File: config.mk
export PLATFORM = sky130hd
export DESIGN_NAME = itq_slave
export DESIGN_NICKNAME = d
export VERILOG_FILES = /design/src/rtl/itq_fifo.v /design/src/rtl/itq_slave.v
export VERILOG_INCLUDE_DIRS = /design/src /design/src/rtl
export SDC_FILE = /design/constraint.sdc
export NUM_CORES = 1
export LEC_CHECK = 0
export ABC_AREA = 1
export BUFFER_PORTS_ARGS = -buffer_cell sky130_fd_sc_hd__buf_4
export CORE_ASPECT_RATIO = 1.2
export CORE_UTILIZATION = 25
export CTS_CLUSTER_DIAMETER = 40
export DETAILED_ROUTE_END_ITERATION = 10
export GPL_TIMING_DRIVEN = 0
export HOLD_SLACK_MARGIN = 0.06
export SYNTH_ARGS = -nofsm -noshare
export SYNTH_HDL_FRONTEND = slang
export SYNTH_SLANG_ARGS = --single-unit
File: constraint.sdc
create_clock -name clk -period 6.1 [get_ports clk]
set_input_delay 0 -clock clk [delete_from_list [all_inputs] [get_ports clk]]
set_output_delay 0 -clock clk [all_outputs]
set_load 0.005 [all_outputs]
File: src/rtl/itq_map.vh
// Constants for the ten-bit two-wire slave with enable quirks
`ifndef ITQ_MAP_VH
`define ITQ_MAP_VH
`define ITQ_HDR_TEN     5'h1e
`define ITQ_QUIRK_ADDR  10'h102
`define ITQ_QUIRK_LOW   8'h01
`define ITQ_GLITCH_CYC  8'h04
`define ITQ_FIFO_DEPTH  4
`define ITQ_FIFO_WIDTH  9
`endif

File: src/rtl/itq_fifo.v
// Small valid/ready FIFO for received bytes
`timescale 1ns/10ps
module itq_fifo #(
   parameter WIDTH = 9,
   parameter DEPTH = 4,
   parameter AW    = 2
) (
   input  wire             clk,      // Clock
   input  wire             rst,      // Sync reset
   input  wire [WIDTH-1:0] in_data,  // Write data
   input  wire             in_valid, // Write request
   output wire             in_ready, // Not full
   output wire [WIDTH-1:0] out_data, // Head word
   output wire             out_valid,// Not empty
   input  wire             out_ready // Consumer takes head
);
   reg [WIDTH-1:0] mem [0:DEPTH-1];
   reg [AW-1:0]    wp_reg;
   reg [AW-1:0]    rp_reg;
   reg [AW:0]      cnt_reg;
   wire            wr;
   wire            rd;
   assign in_ready  = (cnt_reg != DEPTH);
   assign out_valid = (cnt_reg != 0);
   assign out_data  = mem[rp_reg];
   assign wr = in_valid & in_ready;
   assign rd = out_valid & out_ready;
   always @(posedge clk) begin
      if (wr) begin
         mem[wp_reg] <= in_data;
      end
      if (rst) begin
         wp_reg  <= {AW{1'b0}};
         rp_reg  <= {AW{1'b0}};
         cnt_reg <= {(AW+1){1'b0}};
      end else begin
         if (wr) begin
            wp_reg <= wp_reg + 1'b1;
         end
         if (rd) begin
            rp_reg <= rp_reg + 1'b1;
         end
         if (wr & ~rd) begin
            cnt_reg <= cnt_reg + 1'b1;
         end else if (rd & ~wr) begin
            cnt_reg <= cnt_reg - 1'b1;
         end
      end
   end
endmodule // itq_fifo

File: src/rtl/itq_slave.v
// Ten-bit two-wire slave with enable glitch and address quirks
`timescale 1ns/10ps
`include "itq_map.vh"
module itq_slave (
   input  wire       clk,                // 200 MHz clock
   input  wire       rst,                // Sync reset, active high
   input  wire       module_enable_bit,  // Module enable
   input  wire       pin_owner_active,   // Higher-priority pin owner holds pins
   input  wire [9:0] own_addr,           // Ten-bit slave address
   input  wire       scl_in,             // Bus clock line level
   output reg        scl_out,            // Clock drive value (always 0)
   output reg        scl_oe,             // Clock pull-down enable
   input  wire       sda_in,             // Bus data line level
   output reg        sda_out,            // Data drive value (always 0)
   output reg        sda_oe,             // Data pull-down enable
   input  wire [7:0] tx_data,            // Byte to send on reads
   output reg  [7:0] receive_holding_register, // Received byte
   output reg        receive_full_flag,  // Byte waiting
   output reg        rx_is_data,         // Held byte is data, not address
   input  wire       rx_read,            // Pulse: software read the byte
   output reg        start_seen,         // Start detected status
   output reg        stop_seen,          // Stop detected status
   output reg        tx_mode,            // Transmitting for a read
   output reg        overflow            // Byte lost, FIFO full
);
   localparam ST_IDLE = 3'h0, ST_HI = 3'h1, ST_LO = 3'h2, ST_DATA = 3'h3;
   localparam ST_ACK = 3'h4, ST_TX = 3'h5, ST_TACK = 3'h6, ST_WAIT = 3'h7;

   // Reserved low-byte pattern check with exceptions
   function suppress;
      input [9:0] a;
      begin
         // Quirk address still loads, though its low byte looks reserved
         suppress = ((a[7:4] == 4'h0) || (a[7:4] == 4'hf)) &&
                    !((a[7:4] == 4'hf) && (a[3:1] == {1'b0, a[9:8]})) &&
                    (a != `ITQ_QUIRK_ADDR);
      end
   endfunction

   ////////////////////////////////////////////////////////////////////////
   reg [1:0] scl_s_reg, sda_s_reg;
   reg       scl_d_reg, sda_d_reg;
   reg       en_d_reg;
   reg [7:0] glitch_reg;
   reg [2:0] st_reg;
   reg [3:0] bit_reg;
   reg [7:0] sh_reg;
   reg [7:0] txs_reg;
   reg       hdr_ok_reg, matched_reg, ack_now_reg, rd_reg, nack_reg;
   wire scl = scl_s_reg[1];
   wire sda = sda_s_reg[1];
   wire scl_rise = scl & ~scl_d_reg;
   wire scl_fall = ~scl & scl_d_reg;
   wire start_c = scl & scl_d_reg & sda_d_reg & ~sda;
   wire stop_c  = scl & scl_d_reg & ~sda_d_reg & sda;
   wire en_rise = module_enable_bit & ~en_d_reg;

   reg        f_valid;
   reg  [8:0] f_data;
   wire       f_ready;
   wire [8:0] h_data;
   wire       h_valid;
   wire       h_take = h_valid & (~receive_full_flag | rx_read);

   itq_fifo #(.WIDTH(`ITQ_FIFO_WIDTH), .DEPTH(`ITQ_FIFO_DEPTH), .AW(2)) i_itq_fifo (
      .clk       (clk),
      .rst       (rst),
      .in_data   (f_data),
      .in_valid  (f_valid),
      .in_ready  (f_ready),
      .out_data  (h_data),
      .out_valid (h_valid),
      .out_ready (h_take)
   );

   ////////////////////////////////////////////////////////////////////////
   always @(posedge clk) begin
      if (rst) begin
         scl_s_reg <= 2'h3;
         sda_s_reg <= 2'h3;
         scl_d_reg <= 1'b1;
         sda_d_reg <= 1'b1;
         en_d_reg  <= 1'b0;
      end else begin
         scl_s_reg <= {scl_s_reg[0], scl_in};
         sda_s_reg <= {sda_s_reg[0], sda_in};
         scl_d_reg <= scl;
         sda_d_reg <= sda;
         en_d_reg  <= module_enable_bit;
      end
   end

   always @(posedge clk) begin
      f_valid <= 1'b0;
      f_data  <= 9'h000;
      if (rst) begin
         st_reg <= ST_IDLE;
         bit_reg <= 4'h0;
         sh_reg <= 8'h00;
         txs_reg <= 8'h00;
         hdr_ok_reg <= 1'b0;
         matched_reg <= 1'b0;
         ack_now_reg <= 1'b0;
         rd_reg <= 1'b0;
         nack_reg <= 1'b0;
         glitch_reg <= 8'h00;
         start_seen <= 1'b0;
         stop_seen <= 1'b0;
         tx_mode <= 1'b0;
         overflow <= 1'b0;
         sda_oe <= 1'b0;
         scl_oe <= 1'b0;
         sda_out <= 1'b0;
         scl_out <= 1'b0;
      end else begin
         sda_out <= 1'b0;
         scl_out <= 1'b0;
         if (en_rise) begin
            start_seen <= 1'b1;
            stop_seen  <= 1'b0;
            // Masked when another peripheral owns the pins
            glitch_reg <= pin_owner_active ? 8'h00 : `ITQ_GLITCH_CYC;
         end else if (glitch_reg != 8'h00) begin
            glitch_reg <= glitch_reg - 8'h01;
         end
         // Pull both lines low briefly on enable
         scl_oe <= (en_rise & ~pin_owner_active) | (glitch_reg > 8'h01);
         if (overflow & rx_read) begin
            overflow <= 1'b0;
         end
         if (!module_enable_bit) begin
            st_reg <= ST_IDLE;
            sda_oe <= 1'b0;
            tx_mode <= 1'b0;
         end else if (start_c) begin
            start_seen <= 1'b1;
            stop_seen <= 1'b0;
            st_reg <= ST_HI;
            bit_reg <= 4'h0;
            sda_oe <= 1'b0;
            tx_mode <= 1'b0;
         end else if (stop_c) begin
            start_seen <= 1'b0;
            stop_seen <= 1'b1;
            st_reg <= ST_IDLE;
            sda_oe <= 1'b0;
            tx_mode <= 1'b0;
            matched_reg <= 1'b0;
            rd_reg <= 1'b0;
         end else begin
            case (st_reg)
               ST_HI, ST_LO, ST_DATA: begin
                  if (scl_rise && bit_reg < 4'h8) begin
                     sh_reg <= {sh_reg[6:0], sda};
                     bit_reg <= bit_reg + 4'h1;
                  end else if (scl_fall && bit_reg == 4'h8) begin
                     ack_now_reg <= 1'b0;
                     if (st_reg == ST_HI) begin
                        // Only top bits compared: shared bits ack alike
                        hdr_ok_reg <= (sh_reg[7:3] == `ITQ_HDR_TEN) &&
                                      (sh_reg[2:1] == own_addr[9:8]);
                        if ((sh_reg[7:3] == `ITQ_HDR_TEN) &&
                            (sh_reg[2:1] == own_addr[9:8])) begin
                           ack_now_reg <= 1'b1;
                           sda_oe <= 1'b1;
                           rd_reg <= sh_reg[0] & matched_reg;
                           // Match survives a repeated start only for a read header
                           if (!sh_reg[0]) begin
                              matched_reg <= 1'b0;
                           end
                        end else begin
                           matched_reg <= 1'b0;
                        end
                     end else if (st_reg == ST_LO && sh_reg == own_addr[7:0]) begin
                        ack_now_reg <= 1'b1;
                        sda_oe <= 1'b1;
                        matched_reg <= 1'b1;
                        if (!suppress(own_addr)) begin
                           f_valid <= f_ready;
                           f_data <= {1'b0, (own_addr == `ITQ_QUIRK_ADDR) ?
                                      `ITQ_QUIRK_LOW : sh_reg};
                           overflow <= overflow | ~f_ready;
                        end
                     end else if (st_reg == ST_DATA && matched_reg) begin
                        ack_now_reg <= 1'b1;
                        sda_oe <= 1'b1;
                        f_valid <= f_ready;
                        f_data <= {1'b1, sh_reg};
                        overflow <= overflow | ~f_ready;
                     end
                     st_reg <= ST_ACK;
                  end
               end
               ST_ACK: begin
                  if (scl_fall) begin
                     sda_oe <= 1'b0;
                     bit_reg <= 4'h0;
                     if (!ack_now_reg) begin
                        st_reg <= ST_WAIT;
                     end else if (rd_reg) begin
                        // Open-drain drive: a second sender ANDs on the line
                        tx_mode <= 1'b1;
                        txs_reg <= {tx_data[6:0], 1'b0};
                        sda_oe <= ~tx_data[7];
                        bit_reg <= 4'h1;
                        st_reg <= ST_TX;
                     end else if (hdr_ok_reg && !matched_reg) begin
                        hdr_ok_reg <= 1'b0;
                        st_reg <= ST_LO;
                     end else begin
                        st_reg <= ST_DATA;
                     end
                  end
               end
               ST_TX: begin
                  if (scl_fall) begin
                     if (bit_reg == 4'h8) begin
                        sda_oe <= 1'b0;
                        st_reg <= ST_TACK;
                     end else begin
                        sda_oe <= ~txs_reg[7];
                        txs_reg <= {txs_reg[6:0], 1'b0};
                        bit_reg <= bit_reg + 4'h1;
                     end
                  end
               end
               ST_TACK: begin
                  if (scl_rise) begin
                     nack_reg <= sda;
                  end else if (scl_fall) begin
                     if (nack_reg) begin
                        tx_mode <= 1'b0;
                        st_reg <= ST_WAIT;
                     end else begin
                        txs_reg <= {tx_data[6:0], 1'b0};
                        sda_oe <= ~tx_data[7];
                        bit_reg <= 4'h1;
                        st_reg <= ST_TX;
                     end
                  end
               end
               default: begin
                  sda_oe <= 1'b0;
               end
            endcase
         end
         // Enable glitch overrides data drive too
         if (en_rise & ~pin_owner_active) begin
            sda_oe <= 1'b1;
         end
      end
   end

   ////////////////////////////////////////////////////////////////////////
   // Holding register refills from FIFO; set beats software clear
   always @(posedge clk) begin
      if (rst) begin
         receive_holding_register <= 8'h00;
         receive_full_flag <= 1'b0;
         rx_is_data <= 1'b0;
      end else if (h_take) begin
         receive_holding_register <= h_data[7:0];
         rx_is_data <= h_data[8];
         receive_full_flag <= 1'b1;
      end else if (rx_read) begin
         receive_full_flag <= 1'b0;
      end
   end
endmodule // itq_slave

# Yosys cells after proc, flatten, opt, wreduce, memory -nomap -nowiden
# Memories as Yosys holds them, arrays and structs flattened. A register that Yosys moved wholly into a read port is not among the register bits.
# Cells that the tools add are included.
totals:
  register_bits: 67
  ramBits: 36
  in_bits: 25
  output_inout_bits: 18
  wordCells: 297
  memories: 1
memory_table:
  columns: ["memory", "depth", "word_bits", "rd", "rd_ports_with_merged_regs", "wr", "line", "source"]
  rows:
  - ["i_itq_fifo.mem", 4, 9, 1, 1, 1, "itq_fifo.v:17", "reg [WIDTH-1:0] mem [0:DEPTH-1];"]
op_classes:
  add_sub_neg: 6
  magnitude_cmp: 2
  n_eq_ne: 56
  mux: 122
  n_bitwise: 37
  n_reduce_logical: 45
ops:
  columns: ["op", "n"]
  rows:
  - ["two-way mux 8 bit", 12]
  - ["two-way mux 1 bit", 80]
  - ["inequality test 6 bit, second input constant", 7]
  - ["two-way mux 3 bit", 12]
  - ["two-way mux 4 bit", 9]
  - ["inequality test 2 bit, second input constant", 17]
  - ["inequality test 4 bit, second input constant", 8]
  - ["inequality test 3 bit, second input constant", 8]
  - ["case mux 8 bit (3 select lines)", 1]
  - ["AND reduction 7 bit", 3]
  - ["two-way mux 9 bit", 2]
  - ["inverter 1 bit", 18]
  - ["nonzero test 2 bit", 9]
  - ["bitwise AND 1 bit", 16]
  - ["case mux 4 bit (4 select lines)", 1]
  - ["AND reduction 8 bit", 2]
  - ["case mux 3 bit (4 select lines)", 1]
  - ["AND reduction 12 bit", 1]
  - ["AND reduction 11 bit", 1]
  - ["== test 10 x 9 -> 1 bit, second input constant", 1]
  - ["inequality test 10 x 9 -> 1 bit, second input constant", 1]
  - ["AND reduction 10 bit", 1]
  - ["AND reduction 5 bit", 2]
  - ["== test 3 bit, second input constant", 3]
  - ["other kinds (35)", 52]

# Logic depth before layout (Yosys ltp)
# Gate-level depths: netlist of the first run.
depth:
  word_depth: 14
  ltp_mapped: 14
  mapped_depth_nobuf: 14

# Modules after synthesis
# Synthesis of the first run repeated with hierarchy kept, for this count alone.
hier_totals:
  cells_unflattened: 637
  area_unflattened_um2: 5270.1
by_module_without_submodules:
  columns: ["mod", "n_inst", "cells_per_inst", "area_each_um2", "seq_area_each_um2"]
  rows:
  - ["itq_slave", 1, 483, 3408.3, 1361.3]
  - ["itq_fifo", 1, 154, 1861.8, 1261.2]

# Worst setup path before layout of the first run
# Ideal clock, no wire load.
synth_path:
  kind: "reg2reg"
  start: "register i_itq_fifo.cnt_reg[0]"
  end: "register i_itq_fifo.cnt_reg[2]"
  setup_ns: 0.122
  arrival_ns: 1.891
  t_required_ns: 5.978
  path_slack_ns: 4.087
  stages_incl_launch_ff: 9
  n_path_buf: 0
  synth_period_minus_slack_ns: 2.013
  cell_sequence: "dfxtp_1 -> o31ai_1 -> ha_1 -> inv_1 -> fa_1 -> a21oi_1 -> o21ai_0 -> o21ai_0 -> a21oi_1"
synth_between:
  elab_chain_len: 6
  word_cells_on_any_way: 14
  cone_classes: "2 x add/sub; 1 x eq/ne; 2 x mux; 7 x bitwise; 2 x reduce/logical"
synth_lines:
  columns: ["item", "line", "source"]
  rows:
  - ["start, declared", "itq_fifo.v:20", "reg [AW:0] cnt_reg;"]
  - ["start signal, assigned", "itq_fifo.v:35", "cnt_reg <= {(AW+1){1'b0}};"]
  - ["start signal, assigned", "itq_fifo.v:44", "cnt_reg <= cnt_reg + 1'b1;"]
  - ["start signal, assigned", "itq_fifo.v:46", "cnt_reg <= cnt_reg - 1'b1;"]
  - ["nonzero test 3 bit", "itq_fifo.v:24", "assign out_valid = (cnt_reg != 0);"]
  - ["bitwise AND 1 bit", "itq_slave.v:63", "wire h_take = h_valid & (~receive_full_flag | rx_read);"]
  - ["bitwise AND 1 bit", "itq_fifo.v:27", "assign rd = out_valid & out_ready;"]
  - ["inverter 1 bit", "itq_fifo.v:43", "if (wr & ~rd) begin"]
  - ["bitwise AND 1 bit", "itq_fifo.v:43", null]
  - ["two-way mux 3 bit / nonzero test 2 bit (equally long branches)", null, null]
# Several ways; a longest one is shown, not always the timed one. The select of a mux whose other input is x is not followed.
# A chain may end at the register's enable or synchronous reset.

# Worst setup path after layout of the first run
# Ends and elaborated chain as after synthesis.

==> run summary, run 1 <==
vias per inst -> 4.341
RSZ-0062 raised after global routing -> false
GR Util met3 -> 2.462%
antenna cells -> 0
gr busiest metal -> met2
Worst Hold End -> txs_reg[5]
fin. max-slew vios -> 0
first-pass GRT wire length -> 19160 µm
M1 GR Usage -> 12.38%
top_reg_cell synth -> dfxtp_1
Hold Path Depth -> 5
largest net degree at the start of global routing -> 23
Ys Warns -> 0
area of the multi-input gates -> 2296 µm²
number of synthesized flops with an enable pin -> 36
total global routing overflow -> 0
worst reg2reg startpoint -> i_itq_fifo.cnt_reg[0]
DRC errors left -> 0
Final HPWL DP -> 8833 µm
final worst setup slack -> 3.731 ns
Layout Area Growth over Synthesis -> 19.95%
Arr. time, crit path -> 2.61 ns
initial detailed-routing violation count -> 201
worst slack, placed -> 3.762 ns
overall die width -> 134.4 µm
initial antenna violation count -> 0
Die Y -> 160.8 µm
overall routed net length -> 11510 µm
Pleak -> 2.584 nW
worst slew pin tran -> 0.8249 ns
Starting Density -> 25.77%
die area -> 21610 µm²
antenna-violating nets left -> 0
Hold Startpoint -> tx_data[4]
Max-Cap Viols -> 0
CTS Buffer Depth -> 2
fraction of registers with async set/reset -> 0%
final-layout fill cell count -> 2186
Max VDD drop -> 170.1 µV
Worst setup EP type -> flip-flop
std cell rows -> 57
synthesis-stage register bit count -> 111
post_cts resized -> 0
Fmax -> 0.4221 GHz
Hold Path Class -> in -> reg
Largest regs -> i_itq_fifo.mem x36, f_data x9
Worst slew margin -> 44.80%
Worst setup SP type -> flip-flop
Clk Latency, worst-skew pair -> 0.35 ns
WP data required -> 6.34 ns
Setup TNS -> 0 ns
number of port buffers -> 39
Final setup viols -> 0
max reg flops -> 36
R2R Setup Slk -> 3.73 ns
outcome -> finished clean
drt wl/cell -> 11.87 µm
core area -> 20400 µm²
drt pass-1 iters -> 5
final cell count without fillers -> 970
placed cell count -> 946
IO Pins -> 43
Vias -> 4211
clk sinks -> 111
commonest non-fill, non-tap cell in the layout -> nor2_1
number of global-route vias before repair -> 4037
# nets final -> 735
worst setup path class -> reg -> reg
Final period util -> 38.84%
register area -> 2582 µm²
Clock Skew -> 0.007846 ns
total track usage -> 11.23%
Avg Inst Size Synth -> 8.200 µm²
Crit Path Max Fanout -> 5
register area share after synthesis -> 49.13%
H-tree levels -> 3
register clock-pin slew on the reported worst setup and hold paths -> 0.08 ns
minimum clock period -> 2.369 ns
Cell Area, Synth -> 5256 µm²
post-synth cell types -> 51
GP Congestion -> 0.8435
r2r worst-path depth -> 8
CTS tree -> done
Synth Instances -> 641
pwr dens -> 350.8 nW/µm²
Fin. Hold Viols -> 0
fraction of layout cells with a size suffix above 1 -> 15.74%
most frequent cells in the layout -> 117 x nor2_1, 83 x nand2_1, 75 x dfxtp_1
Largest Register -> i_itq_fifo.mem
Num CTS Buffers -> 9
clock root cell -> clkbuf_16
M2 GR Usage -> 20.94%
RR Endpoint -> i_itq_fifo.cnt_reg[2]
[worst max-delay path by stage]
stage | from | endpoint | cells past startpoint
floorplan | i_itq_fifo.cnt_reg[0] | i_itq_fifo.cnt_reg[2] | 8
global placement | i_itq_fifo.cnt_reg[0] | i_itq_fifo.cnt_reg[2] | 8
detailed placement | i_itq_fifo.cnt_reg[0] | i_itq_fifo.cnt_reg[2] | 8
CTS | i_itq_fifo.cnt_reg[0] | i_itq_fifo.cnt_reg[2] | 8
global route | i_itq_fifo.cnt_reg[0] | i_itq_fifo.cnt_reg[2] | 8
finish | i_itq_fifo.cnt_reg[0] | i_itq_fifo.cnt_reg[2] | 8
[area by class of cell]
| cell class | instances | area share (%) |
|---|---|---|
| Clock buffer | 9 | 3.572 |
| Inverter | 78 | 4.644 |
| Multi-Input combinational cell | 436 | 36.42 |
| Clock inverter | 7 | 1.826 |
| Timing Repair Buffer | 47 | 5.914 |
| Buffer | 17 | 1.409 |
| Tap cell | 265 | 5.259 |
| Sequential cell | 111 | 40.96 |
[kinds of logic (layout without fill, tap and decap cells)]
kind of cell / count (synthesis) / count (layout) / share of synthesized area [%]
multiplexers: 6 / 6 / 1.285
AO/OA/AOI/OAI: 122 / 122 / 13.35
AND/OR/NAND/NOR: 288 / 288 / 25.04
XOR/XNOR: 8 / 8 / 1.333
adder cells (fa/ha/maj): 10 / 10 / 2.523
flip-flops: 111 / 111 / 49.13
buffers and inverters: 95 / 158 / 7.260
other: 1 / 2 / 0.07134
[cell usage after synthesis, types with 2 or more instances]
cell type,count,share of area (%)
nor2_1,117,8.4
nand2_1,83,5.9
dfxtp_1,75,29
inv_1,73,5.2
o21ai_0,62,5.9
edfxtp_1,36,21
a21oi_1,30,2.9
nand3_1,18,1.7
nor2_2,18,2.1
nor3_1,15,1.4
a31oi_1,12,1.4
nand3b_1,10,1.4
clkbuf_1,9,0.64
ha_1,9,2.1
mux2_2,6,1.3
or2_2,6,0.71
xnor2_1,6,1.0
nand2_2,5,0.60
nand4_1,5,0.60
inv_2,4,0.29
nor3b_1,3,0.43
buf_1,2,0.14
buf_2,2,0.19
buf_4,2,0.29
buf_6,2,0.43
nor2_4,2,0.43
o2111ai_1,2,0.33
o211ai_1,2,0.29
o21ai_1,2,0.19
xor2_1,2,0.33
[through the flow]
step	area (µm²)	power (mW)	util, %	hold WS, ns
detailed placement	5884	1.591	28.85	0.1880
global placement	5884	1.581	28.85	0.1890
CTS	6305	2.238	30.91	0.1034
finish	6305	2.212	30.91	0.1104
global route	6305	2.376	30.91	0.1358
floorplan	5260	1.395	-	0.09208
[worst max-delay path, stage by stage, from the launching register on]
cell	delay (ns)
dfxtp_1	0.36
o31ai_1	0.63
ha_1	0.26
inv_1	0.08
fa_1	0.44
a21oi_1	0.16
o21ai_0	0.12
o21ai_0	0.16
a21oi_1	0.05
[repair_timing]
item,in CTS,in global routing
setup buffers,0,0
hold buffers,8,0
hold endpoints to repair,15,0
[routing by layer]
| metal | wire (µm) | part of all wire [%] |
|---|---|---|
| met1 | 4935 | 43 |
| met2 | 5992 | 52 |
| met3 | 412 | 3.6 |
| met4 | 171 | 1.5 |
| met5 | 0 | 0 |
[where the power goes]
group / total [mW] / switching, mW / internal (mW) / leakage [nW]
clock network: 0.637 / 0.300 / 0.336 / 0.163
logic: 0.664 / 0.400 / 0.264 / 1.39
registers: 0.911 / 0.0603 / 0.851 / 1.03
(Power assumes the default switching activity.)
==> run 2: changes to the inputs <==
clock period = 2.1 ns   (was 6.1 ns; I/O delays follow)
==> run summary, run 2 (synthesized netlist as in run 1, its figures left out) <==
Layout Area Growth over Synthesis -> 20.42%
commonest non-fill, non-tap cell in the layout -> nor2_1
RR Endpoint -> i_itq_fifo.cnt_reg[2]
CTS Buffer Depth -> 2
fraction of layout cells with a size suffix above 1 -> 16.90%
WHS -> 0.07493 ns
R2R Setup Slk -> 0.12 ns
RSZ-0062 raised after global routing -> true
worst slew pin tran -> 0.8239 ns
total track usage -> 11.23%
r2r worst-path depth -> 8
total global routing overflow -> 0
Final period util -> 94.23%
Hold Startpoint -> rx_read
GP Congestion -> 0.8435
overall routed net length -> 11520 µm
Worst setup EP type -> flip-flop
number of port buffers -> 39
outcome -> finished clean
Top Layer Used -> met4
post-CTS setup buffers -> 0
CTS tree -> done
antenna-violating nets left -> 0
Worst setup SP type -> flip-flop
number of global-route vias before repair -> 4041
clk sinks -> 111
vias per inst -> 4.340
Max-Cap Viols -> 0
initial antenna violation count -> 0
Finished Core Util -> 31.03%
drt wl/cell -> 11.88 µm
Met3 Routed Length -> 393 µm
Die Y -> 160.8 µm
Setup TNS -> 0 ns
Clock Skew -> 0.008133 ns
wire length on met2 -> 5995 µm
IO Pins -> 43
final worst setup slack -> 0.1212 ns
Final setup viols -> 0
WP data required -> 2.35 ns
met1 wire length -> 4953 µm
clock root cell -> clkbuf_16
Crit Path Max Fanout -> 4
placed cell count -> 946
die area -> 21610 µm²
Hold Path Class -> in -> reg
drt pass-1 iters -> 5
Worst slew margin -> 44.87%
# nets final -> 734
Hold Path Depth -> 6
first-pass GRT wire length -> 19180 µm
Arr. time, crit path -> 2.23 ns
Vias -> 4205
register clock-pin slew on the reported worst setup and hold paths -> 0.08 ns
DRC errors left -> 0
worst reg2reg startpoint -> i_itq_fifo.cnt_reg[2]
Num CTS Buffers -> 9
Fmax -> 0.5054 GHz
H-tree levels -> 3
most frequent cells in the layout -> 116 x nor2_1, 82 x nand2_1, 72 x inv_1, 72 x dfxtp_1, 60 x o21ai_0
Largest Register -> i_itq_fifo.mem
largest net degree at the start of global routing -> 23
std cell rows -> 57
Final HPWL DP -> 8833 µm
fin. max-slew vios -> 0
final cell count without fillers -> 969
Largest regs -> i_itq_fifo.mem x36, f_data x9
Worst Hold End -> receive_full_flag
Starting Density -> 25.77%
antenna cells -> 0
worst setup path class -> reg -> reg
Clk Latency, worst-skew pair -> 0.35 ns
core area -> 20400 µm²
Fin. Hold Viols -> 0
final-layout fill cell count -> 2180
Pleak -> 2.589 nW
pwr dens -> 1025 nW/µm²
Max VDD drop -> 494.3 µV
worst slack, placed -> -0.2378 ns
initial detailed-routing violation count -> 251
max reg flops -> 36
minimum clock period -> 1.979 ns
overall die width -> 134.4 µm
-- run 2: cell types whose count changed in the layout (fill, tap and decap cells not counted), moves of 2 or more --
cell,delta
o21ai_1,+2
dfxtp_2,+2
dfxtp_1,-3
o21ai_0,-2
-- run 2: per-layer routing --
layer	up-vias	track usage, %
li1	2227	-
met1	1898	12.38
met2	67	20.96
met3	13	2.462
met4	0	3.830
met5	-	0
-- run 2: final cells by class --
type | count | area [µm²] | share of cell area [%]
Sequential cell | 111 | 2589 | 40.90
Multi-Input combinational cell | 436 | 2325 | 36.73
Timing Repair Buffer | 46 | 362.8 | 5.732
Tap cell | 265 | 331.6 | 5.238
Inverter | 78 | 292.8 | 4.625
Clock buffer | 9 | 225.2 | 3.558
Clock inverter | 7 | 115.1 | 1.819
Buffer | 17 | 88.84 | 1.403
-- run 2: report_power, final --
group	internal, mW	switching [mW]	leakage (nW)
registers	2.48	0.192	1.03
clock network	0.977	0.876	0.163
logic	0.788	1.17	1.39
total	4.25	2.24	2.59
-- run 2: worst max-delay path, stage by stage, from the launching register on --
cell,delay [ns]
dfxtp_1,0.34
o31ai_4,0.36
ha_1,0.20
inv_1,0.08
fa_1,0.45
a21oi_1,0.17
o21ai_1,0.10
o21ai_1,0.12
a21oi_1,0.05
-- run 2: repair_timing --
item,CTS,global route
gates resized for setup,5,8
endpoints found under the hold margin,14,0
setup endpoints to repair,2,12
pin swaps,0,2
hold buffers,7,0
-- run 2: stage by stage --
step	instance area (µm²)	power [mW]
floorplan	5260	4.051
global placement	5884	4.593
detailed placement	5884	4.621
CTS	6314	6.539
global route	6330	6.962
finish	6330	6.486
-- run 2: worst max path at each step --
stage,cells past startpoint,slack [ns],startpoint,to
floorplan,8,0.09,i_itq_fifo.cnt_reg[0],i_itq_fifo.cnt_reg[2]
global placement,8,-0.21,i_itq_fifo.cnt_reg[0],i_itq_fifo.cnt_reg[2]
detailed placement,8,-0.24,i_itq_fifo.cnt_reg[0],i_itq_fifo.cnt_reg[2]
CTS,8,0.04,i_itq_fifo.cnt_reg[0],i_itq_fifo.cnt_reg[2]
global route,7,-0.02,st_reg[0],sh_reg[3]
finish,8,0.12,i_itq_fifo.cnt_reg[2],i_itq_fifo.cnt_reg[2]
